===== src/inc/cpc_pkg.sv =====
// Contract
// - controller approves repeater list after checks; device clears it.
// - receiver key approval set by one; clears on key ready; zero ignored.
// - writing one to bit 3 sends plain video, keeps authentication.
// - encryption enabled: encrypted if authenticated, else blue screen.
// - encryption enable clear means video goes out without encryption.
// - always-encrypt policy makes encryption enable read-only, reading one.
// - writing one to bit 1 disables authentication; bit self-clears.
// - writing one to bit 0 enables or restarts auth; zero ignored.
// - reading bit 0 returns the present authentication enable state.
// - status bit 7 flags link channel error, cleared by status read.
// - status bit 6 mirrors receiver interrupt level, active low.
// - status bit 5 shows downstream receiver lock.
// - status register reads 0x00 after reset.
// - writing one to bit 7 resets the transmitter, disables auth.
// - policy 00 when-authenticated, 01 register, 10 always, 11 in-band.
// - key ready set on key read, cleared on approval or failure.
package cpc_pkg;

	// ********************************************************
	// register map
	// ********************************************************
	localparam logic [7:0] CPC_CTRL_ADDR   = 8'hC3;
	localparam logic [7:0] CPC_STATUS_ADDR = 8'hC4;
	localparam logic [7:0] CPC_STATUS_RST  = 8'h00;
	localparam logic [7:0] CPC_RDATA_RST   = 8'h00;

	// control bit positions
	localparam int CTL_PROTECT_RESET  = 7;
	localparam int CTL_RESERVED       = 6;
	localparam int CTL_LIST_APPROVED  = 5;
	localparam int CTL_KEY_APPROVED   = 4;
	localparam int CTL_ENCRYPT_OFF    = 3;
	localparam int CTL_ENCRYPT_ON     = 2;
	localparam int CTL_AUTH_OFF       = 1;
	localparam int CTL_AUTH_START     = 0;

	// status bit positions
	localparam int STS_LINK_ERROR     = 7;
	localparam int STS_RECEIVER_IRQ   = 6;
	localparam int STS_DOWNSTREAM_LCK = 5;
	localparam int STS_KEY_READY      = 1;

	// synchroniser depth for pin inputs
	localparam int CPC_SYNC_DEPTH = 3;

	// ********************************************************
	// types
	// ********************************************************
	typedef enum logic [1:0] {
		ENC_WHEN_AUTH = 2'h0,
		ENC_REGISTER  = 2'h1,
		ENC_ALWAYS    = 2'h2,
		ENC_INBAND    = 2'h3
	} cpc_enc_mode_e;

	typedef enum logic [1:0] {
		VID_PLAIN,
		VID_ENCRYPTED,
		VID_BLUE
	} cpc_video_e;

	// events and levels from the cipher engine
	typedef struct packed {
		logic authenticated;  // authentication currently held
		logic key_read;       // pulse: receiver key loaded
		logic auth_fail;      // pulse: authentication failed
		logic auth_done;      // pulse: authentication completed
	} cpc_engine_s;

	// commands to the cipher engine
	typedef struct packed {
		logic auth_enable;    // level: authentication enabled
		logic auth_restart;   // pulse: start or restart
		logic protect_reset;  // pulse: reset transmitter
		logic key_approved;   // level: receiver key approved
		logic list_approved;  // level: repeater list approved
	} cpc_command_s;

endpackage : cpc_pkg


===== src/rtl/cpc_regs.sv =====
`timescale 1ns/1ps
module cpc_regs
	import cpc_pkg::*;
#(
	parameter int ADDR_W = 8
) (
	input  wire logic          clk_i,                // 50 MHz clock
	input  wire logic          reset_n_i,            // async reset, low
	input  wire logic [ADDR_W-1:0] reg_addr_i,       // register address
	input  wire logic [7:0]    reg_wdata_i,          // write data
	input  wire logic          reg_wr_i,             // write strobe
	input  wire logic          reg_rd_i,             // read strobe
	output logic      [7:0]    reg_rdata_o,          // read data
	input  wire logic [1:0]    enc_mode_i,           // encryption policy
	input  wire logic          inband_encrypt_i,     // per-frame request
	input  wire cpc_engine_s   engine_i,             // engine status
	input  wire logic          link_error_i,         // channel error pulse
	input  wire logic          receiver_irq_input_n_i, // pin, active low
	input  wire logic          downstream_lock_i,    // pin, lock level
	output cpc_command_s       command_o,            // engine commands
	output cpc_video_e         video_sel_o,          // video treatment
	output logic               receiver_key_ready_o  // key ready flag
);

	// ********************************************************
	// elaboration checks
	// ********************************************************
	// byte-wide map; a wider address would only match with its upper bits zero
	if (ADDR_W != 8) begin : g_bad_addr
		$error("cpc_regs: ADDR_W must be 8");
	end

	// ********************************************************
	// helpers
	// ********************************************************
	// address match, shared by read and write decode
	function automatic logic hit(input logic [ADDR_W-1:0] a,
			input logic [7:0] target);
		hit = (a == target);
	endfunction : hit

	// ********************************************************
	// pin synchronisers
	// ********************************************************
	logic [CPC_SYNC_DEPTH-1:0] irq_sync;
	logic [CPC_SYNC_DEPTH-1:0] lock_sync;
	logic                      irq_level;
	logic                      lock_level;
	logic [CPC_SYNC_DEPTH-1:0] next_irq_sync;
	logic [CPC_SYNC_DEPTH-1:0] next_lock_sync;
	logic                      next_irq_level;
	logic                      next_lock_level;

	// levels change only once stages two and three agree
	// a one-cycle glitch on a pin never reaches the status view
	always_comb begin
		next_irq_sync  = {irq_sync[CPC_SYNC_DEPTH-2:0],
			receiver_irq_input_n_i};
		next_lock_sync = {lock_sync[CPC_SYNC_DEPTH-2:0],
			downstream_lock_i};
		next_irq_level  = irq_level;
		next_lock_level = lock_level;
		if (irq_sync[2] == irq_sync[1]) begin
			next_irq_level = irq_sync[2];
		end
		if (lock_sync[2] == lock_sync[1]) begin
			next_lock_level = lock_sync[2];
		end
	end

	// reset to zero so status reads 0x00 until pins settle
	// status levels start low; the active-low interrupt level so reads as asserted
	always_ff @(posedge clk_i or negedge reset_n_i) begin
		if (!reset_n_i) begin
			irq_sync   <= '0;
			lock_sync  <= '0;
			irq_level  <= 1'b0;
			lock_level <= 1'b0;
		end else begin
			irq_sync   <= next_irq_sync;
			lock_sync  <= next_lock_sync;
			irq_level  <= next_irq_level;
			lock_level <= next_lock_level;
		end
	end

	// ********************************************************
	// control and status state
	// ********************************************************
	logic       wr_ctrl;
	logic       rd_ctrl;
	logic       rd_status;
	logic       always_mode;
	logic       encrypt_on;
	logic       auth_en;
	logic       key_ok;
	logic       list_ok;
	logic       key_ready;
	logic       link_err;
	logic       restart_p;
	logic       reset_p;
	logic       next_encrypt_on;
	logic       next_auth_en;
	logic       next_key_ok;
	logic       next_list_ok;
	logic       next_key_ready;
	logic       next_link_err;
	logic       next_restart_p;
	logic       next_reset_p;
	logic [7:0] ctrl_view;
	logic [7:0] status_view;

	// a read and a write in one cycle both act
	assign wr_ctrl     = reg_wr_i && hit(reg_addr_i, CPC_CTRL_ADDR);
	assign rd_ctrl     = reg_rd_i && hit(reg_addr_i, CPC_CTRL_ADDR);
	// a status read is what clears the sticky error
	assign rd_status   = reg_rd_i && hit(reg_addr_i, CPC_STATUS_ADDR);
	// policy is a level from the configuration side
	assign always_mode = (cpc_enc_mode_e'(enc_mode_i) == ENC_ALWAYS);

	// next state of every control field
	always_comb begin
		next_encrypt_on = encrypt_on;
		next_auth_en    = auth_en;
		next_key_ok     = key_ok;
		next_list_ok    = list_ok;
		next_key_ready  = key_ready;
		next_link_err   = link_err;
		// strobes last one cycle, levels hold
		next_restart_p  = 1'b0;
		next_reset_p    = 1'b0;
		if (engine_i.auth_done) begin
			next_list_ok = 1'b0;
		end
		// key approval ends when ready rises
		if (engine_i.key_read) begin
			next_key_ok = 1'b0;
		end
		// ready drops on approval or failure
		if (key_ok || engine_i.auth_fail) begin
			next_key_ready = 1'b0;
		end
		// fresh key wins over a clear
		if (engine_i.key_read) begin
			next_key_ready = 1'b1;
		end
		if (rd_status) begin
			next_link_err = 1'b0;
		end
		// a new error beats the read
		if (link_error_i) begin
			next_link_err = 1'b1;
		end
		if (wr_ctrl) begin
			if (reg_wdata_i[CTL_LIST_APPROVED]) begin
				next_list_ok = 1'b1;
			end
			if (reg_wdata_i[CTL_KEY_APPROVED]) begin
				next_key_ok = 1'b1;
			end
			if (!always_mode) begin
				next_encrypt_on = reg_wdata_i[CTL_ENCRYPT_ON];
			end
			if (reg_wdata_i[CTL_ENCRYPT_OFF] && !always_mode) begin
				next_encrypt_on = 1'b0;
			end
			if (reg_wdata_i[CTL_AUTH_START]) begin
				next_auth_en   = 1'b1;
				next_restart_p = 1'b1;
			end
			if (reg_wdata_i[CTL_AUTH_OFF]) begin
				next_auth_en   = 1'b0;
				next_restart_p = 1'b0;
			end
			if (reg_wdata_i[CTL_PROTECT_RESET]) begin
				next_auth_en   = 1'b0;
				next_restart_p = 1'b0;
				next_reset_p   = 1'b1;
				next_key_ok    = 1'b0;
				next_list_ok   = 1'b0;
			end
		end
	end

	// control state registers
	// every flag inactive after reset
	always_ff @(posedge clk_i or negedge reset_n_i) begin
		if (!reset_n_i) begin
			encrypt_on <= 1'b0;
			auth_en    <= 1'b0;
			key_ok     <= 1'b0;
			list_ok    <= 1'b0;
			key_ready  <= 1'b0;
			link_err   <= 1'b0;
			restart_p  <= 1'b0;
			reset_p    <= 1'b0;
		end else begin
			encrypt_on <= next_encrypt_on;
			auth_en    <= next_auth_en;
			key_ok     <= next_key_ok;
			list_ok    <= next_list_ok;
			key_ready  <= next_key_ready;
			link_err   <= next_link_err;
			restart_p  <= next_restart_p;
			reset_p    <= next_reset_p;
		end
	end

	// ********************************************************
	// read views
	// ********************************************************
	// self-clearing and reserved bits always read zero
	always_comb begin
		ctrl_view = 8'h00;
		ctrl_view[CTL_LIST_APPROVED] = list_ok;
		ctrl_view[CTL_KEY_APPROVED]  = key_ok;
		ctrl_view[CTL_ENCRYPT_ON]    = encrypt_on || always_mode;
		// live enable state, not last write
		ctrl_view[CTL_AUTH_START]    = auth_en;
		ctrl_view[CTL_RESERVED]      = 1'b0;
	end

	always_comb begin
		status_view = CPC_STATUS_RST;
		status_view[STS_LINK_ERROR]     = link_err;
		// low after reset; an idle high pin shows four edges later
		// raw active-low interrupt level
		status_view[STS_RECEIVER_IRQ]   = irq_level;
		status_view[STS_DOWNSTREAM_LCK] = lock_level;
		status_view[STS_KEY_READY]      = key_ready;
	end

	// ********************************************************
	// outputs
	// ********************************************************
	cpc_video_e   next_video;
	cpc_command_s next_command;
	logic [7:0]   next_rdata;
	logic         enc_active;

	// video treatment picked by the policy field
	always_comb begin
		case (cpc_enc_mode_e'(enc_mode_i))
			ENC_WHEN_AUTH: enc_active = engine_i.authenticated;
			ENC_REGISTER:  enc_active = encrypt_on;
			ENC_ALWAYS:    enc_active = 1'b1;
			ENC_INBAND:    enc_active = inband_encrypt_i;
			default:       enc_active = 1'b0;
		endcase
		next_video = VID_PLAIN;
		// blue keeps protected video off an unauthenticated link
		// encrypted when authenticated, else blue
		if (enc_active) begin
			next_video = engine_i.authenticated ? VID_ENCRYPTED : VID_BLUE;
		end
		// commands mirror next state so they align with the flags
		next_command.auth_enable   = next_auth_en;
		next_command.auth_restart  = next_restart_p;
		next_command.protect_reset = next_reset_p;
		next_command.key_approved  = next_key_ok;
		next_command.list_approved = next_list_ok;
		// read data holds until the next read strobe
		next_rdata = reg_rdata_o;
		if (rd_ctrl) begin
			next_rdata = ctrl_view;
		end else if (rd_status) begin
			next_rdata = status_view;
		// any other address reads as zero
		end else if (reg_rd_i) begin
			next_rdata = 8'h00;
		end
	end

	// every output straight from a flip-flop
	always_ff @(posedge clk_i or negedge reset_n_i) begin
		if (!reset_n_i) begin
			video_sel_o          <= VID_PLAIN;
			command_o            <= '0;
			reg_rdata_o          <= CPC_RDATA_RST;
			receiver_key_ready_o <= 1'b0;
		end else begin
			video_sel_o          <= next_video;
			command_o            <= next_command;
			reg_rdata_o          <= next_rdata;
			receiver_key_ready_o <= next_key_ready;
		end
	end

endmodule : cpc_regs


===== config.mk =====
export PLATFORM = sky130hd
export DESIGN_NAME = cpc_regs
export DESIGN_NICKNAME = d
export VERILOG_FILES = /design/src/inc/cpc_pkg.sv /design/src/rtl/cpc_regs.sv
export SDC_FILE = /design/constraint.sdc
export NUM_CORES = 1
export LEC_CHECK = 0
export BUFFER_PORTS_ARGS = -buffer_cell sky130_fd_sc_hd__buf_2
export CAP_MARGIN = 10
export CORE_MARGIN = 3
export CORE_UTILIZATION = 45
export CTS_BUF_LIST = sky130_fd_sc_hd__clkbuf_8 sky130_fd_sc_hd__clkbuf_16
export CTS_CLUSTER_SIZE = 10
export DETAILED_ROUTE_END_ITERATION = 12
export PLACE_DENSITY_LB_ADDON = 0.12
export SYNTH_ARGS = -nofsm -noshare
export SYNTH_HDL_FRONTEND = slang
export SYNTH_SLANG_ARGS = --single-unit

===== constraint.sdc =====
create_clock -name clk_i -period 1.2 [get_ports clk_i]
set_input_delay 0.24 -clock clk_i [delete_from_list [all_inputs] [get_ports clk_i]]
set_output_delay 0.24 -clock clk_i [all_outputs]
set_load 0.02 [all_outputs]

==> key figures <==
Synth
  • Syn_nets: 111
  • Main synth FF type: dfrtp_1
  • Seq cells post-synth: 25
  • Post-synth top area share: 0.5988
  • Most area-consuming cells after synthesis: dfrtp_1 60%, buf_4 3.6%, a22o_1 2.5%
  • Syn Inst Count: 81
  • Seq/Total Area, Yosys: 0.5988
  • Post-synth EDFFs: 0
  • Syn avg cell area: 12.90 µm²
  • Fraction of registers with async set/reset: 1.000
  • Post-synthesis cell type count: 34
  • Synth area leader: dfrtp_1
  • Yosys warnings: 0
  • Mapped Area: 1045 µm²

Placement
  • Place WS: -0.09809 ns
  • Routability cong.: 0.8358
  • Placement Cell Area: 1282 µm²
  • Port Buffer Count: 43
  • HPWL Detailed: 1568 µm

STA
  • Endpoints failing hold: 0
  • Max-slew violations: 0
  • Worst slew pin tran: 0.5362 ns
  • Max Freq: 915.8 MHz
  • Slew HR: 0.6425
  • Final setup vio count: 0
  • Final Cycle Share: 0.9099
  • Setup ws final: 0.1081 ns
  • Hold_ws: 0.07983 ns
  • Worst-case clock skew: 0.005095 ns
  • Unrepaired setup endpoints after global routing: false
  • Final min period: 1.092 ns

Setup path
  • Worst path required time: 0.96 ns
  • Critical path class: flip-flop to output port
  • CP Launch Type: flip-flop
  • Slowest-stage cell, CP: dfrtp_1
  • CP top delay family: flip-flops
  • Crit-path cells: buf_2
  • CP bufs+invs: 1
  • Nature of the critical path endpoint: output port
  • Critical Path AT: 0.85 ns
  • Worst-path maximum fanout: 4
  • CP peak stage delay: 0.42 ns
  • Worst R2R Setup Slack: 0.35 ns

Floorplan
  • Die width: 54.19 µm
  • Core ar.: 2082 µm²
  • Die H: 54.19 µm
  • Initial core utilization: 0.5018
  • Site row count: 16
  • Die area: 2936 µm²
  • # IOs: 46

Worst hold path
  • Hold Path Class: input pin to flip-flop

Final layout
  • Final core utilization: 0.6430
  • Commonest non-fill, non-tap cell in the layout: buf_2
  • FILL cells: 187
  • Final net count: 159
  • Layout cells sized above 1: 0.4297
  • Post-route cell area: 1339 µm²
  • Syn-to-layout area delta: 28.14%
  • ANT cells: 0
  • Most frequent cells in the layout: 43 x buf_2, 25 x dfrtp_1, 5 x buf_4

Power and ir drop
  • PwrDens: 1131 nW/µm²
  • Switching Share: 0.2241
  • Reg power frac: 0.584
  • Leak: 0.0007219 µW
  • Clock share of power: 0.316
  • Gate power share: 0.100
  • Pwr Total: 1514 µW
  • VDD IR max: 1.020 mV
  • NetSw: 339.3 µW
  • P_int: 1175 µW

Run status
  • Status: finished clean

Clock network
  • Register clock-pin slew on the reported worst setup and hold paths: 0.08 ns
  • CTS tree: yes
  • Post-CTS setup buffers: 0
  • Root Driver: clkbuf_8
  • Total CTS buffers: 3
  • Max H-tree Level: 1
  • Maximum clock path buffer count: 2
  • Insertion delay to the later sink of the worst-skew pair: 0.26 ns
  • Clock sink count: 25

GRT
  • Largest net degree at the start of global routing: 26
  • Grt ovf: 0
  • Vias in the first global route: 761
  • First-pass GRT wire length: 3229 µm
  • Initial antenna violation count: 0
  • Gr usage total: 0.1592

Job
  • MaxCap Viol Count: 0

Route
  • Post-DR vias/cell: 5.065
  • Initial DRC Count: 3
  • Detailed Routing Iterations Pass 1: 3
  • Antenna viol nets, final: 0
  • Total number of vias: 785
  • Final wirelength: 1964 µm
  • DRC viols: 0
  • WL/cell: 12.67 µm
[worst paths after layout]
check,from,to,cells past startpoint
worst max-delay path,command_o[1]$_DFF_PN0_,command_o[1],1
worst min-delay path,receiver_irq_input_n_i,irq_sync[0]$_DFF_PN0_,1
worst max register to register,irq_level$_DFFE_PN0N_,irq_level$_DFFE_PN0N_,1
worst min register to register,irq_sync[0]$_DFF_PN0_,irq_sync[1]$_DFF_PN0_,0
max in group asynchronous,reset_n_i,lock_sync[0]$_DFF_PN0_,2
min in group asynchronous,reset_n_i,receiver_key_ready_o$_DFFE_PN0P_,2
[logic make-up (layout without fill, tap and decap cells)]
| family | count (synthesis) | in the layout | share of synthesized area |
|---|---|---|---|
| AO/OA/AOI/OAI | 16 | 16 | 0.1174 |
| adder cells (fa/ha/maj) | 2 | 2 | 0.01916 |
| flip-flops | 25 | 25 | 0.5988 |
| other | 1 | 1 | 0.003589 |
| AND/OR/NAND/NOR | 25 | 25 | 0.1760 |
| buffers and inverters | 10 | 57 | 0.06108 |
| multiplexers | 2 | 2 | 0.02395 |
[cell type report]
| cell class | instances | area, µm² | share of cell area |
|---|---|---|---|
| Timing Repair Buffer | 49 | 262.8 | 0.1963 |
| Clock inverter | 1 | 5.005 | 0.003738 |
| Tap cell | 27 | 33.78 | 0.02523 |
| Inverter | 4 | 15.01 | 0.01121 |
| Clock buffer | 3 | 41.29 | 0.03084 |
| Sequential cell | 25 | 625.6 | 0.4673 |
| Multi-Input combinational cell | 46 | 355.3 | 0.2654 |
[per-layer routing]
layer / global-route usage / part of all wire / vias to the layer above
li1: - / - / 383
met1: 0.1705 / 0.41 / 369
met2: 0.2649 / 0.49 / 29
met3: 0.07202 / 0.084 / 4
met4: 0.07469 / 0.016 / 0
met5: 0 / 0 / -
[flip-flops by register name, indices dropped and copies added, names as in the netlist]
register / count
lock_sync: 3
receiver_key_ready_o: 1
reg_rdata_o: 7
lock_level: 1
irq_level: 1
link_err: 1
irq_sync: 3
command_o: 5
video_sel_o: 2
encrypt_on: 1
[through the flow]
stage | instances | setup TNS (ns)
2_1_floorplan | 81 | 0
3_3_place_gp | 150 | -0.4217
3_5_place_dp | 150 | -0.6009
4_1_cts | 155 | 0
5_1_grt | 155 | 0
6_report | 155 | 0
[power groups by stage]
stage          clock network (µW)  logic (µW)  registers [µW]
3_5_place_dp                    0         152             901
6_report                      478         152             884
4_1_cts                       508         155             885
5_1_grt                       541         170             889
2_1_floorplan                   0        51.0             909
3_3_place_gp                    0         148             900
[Yosys cell counts, drive strengths merged (3+ instances only)]
| library cell | count |
|---|---|
| and4bb | 3 |
| nor2 | 3 |
| dfrtp | 25 |
| inv | 4 |
| a22o | 3 |
| buf | 6 |
| nand2 | 3 |
[timing repair]
action | in CTS | in global routing
hold buffers | 1 | 0
endpoints found under the hold margin | 25 | 0
gates resized for setup | 0 | 0
setup endpoints to repair | 0 | 0
(Power assumes the default switching activity.)
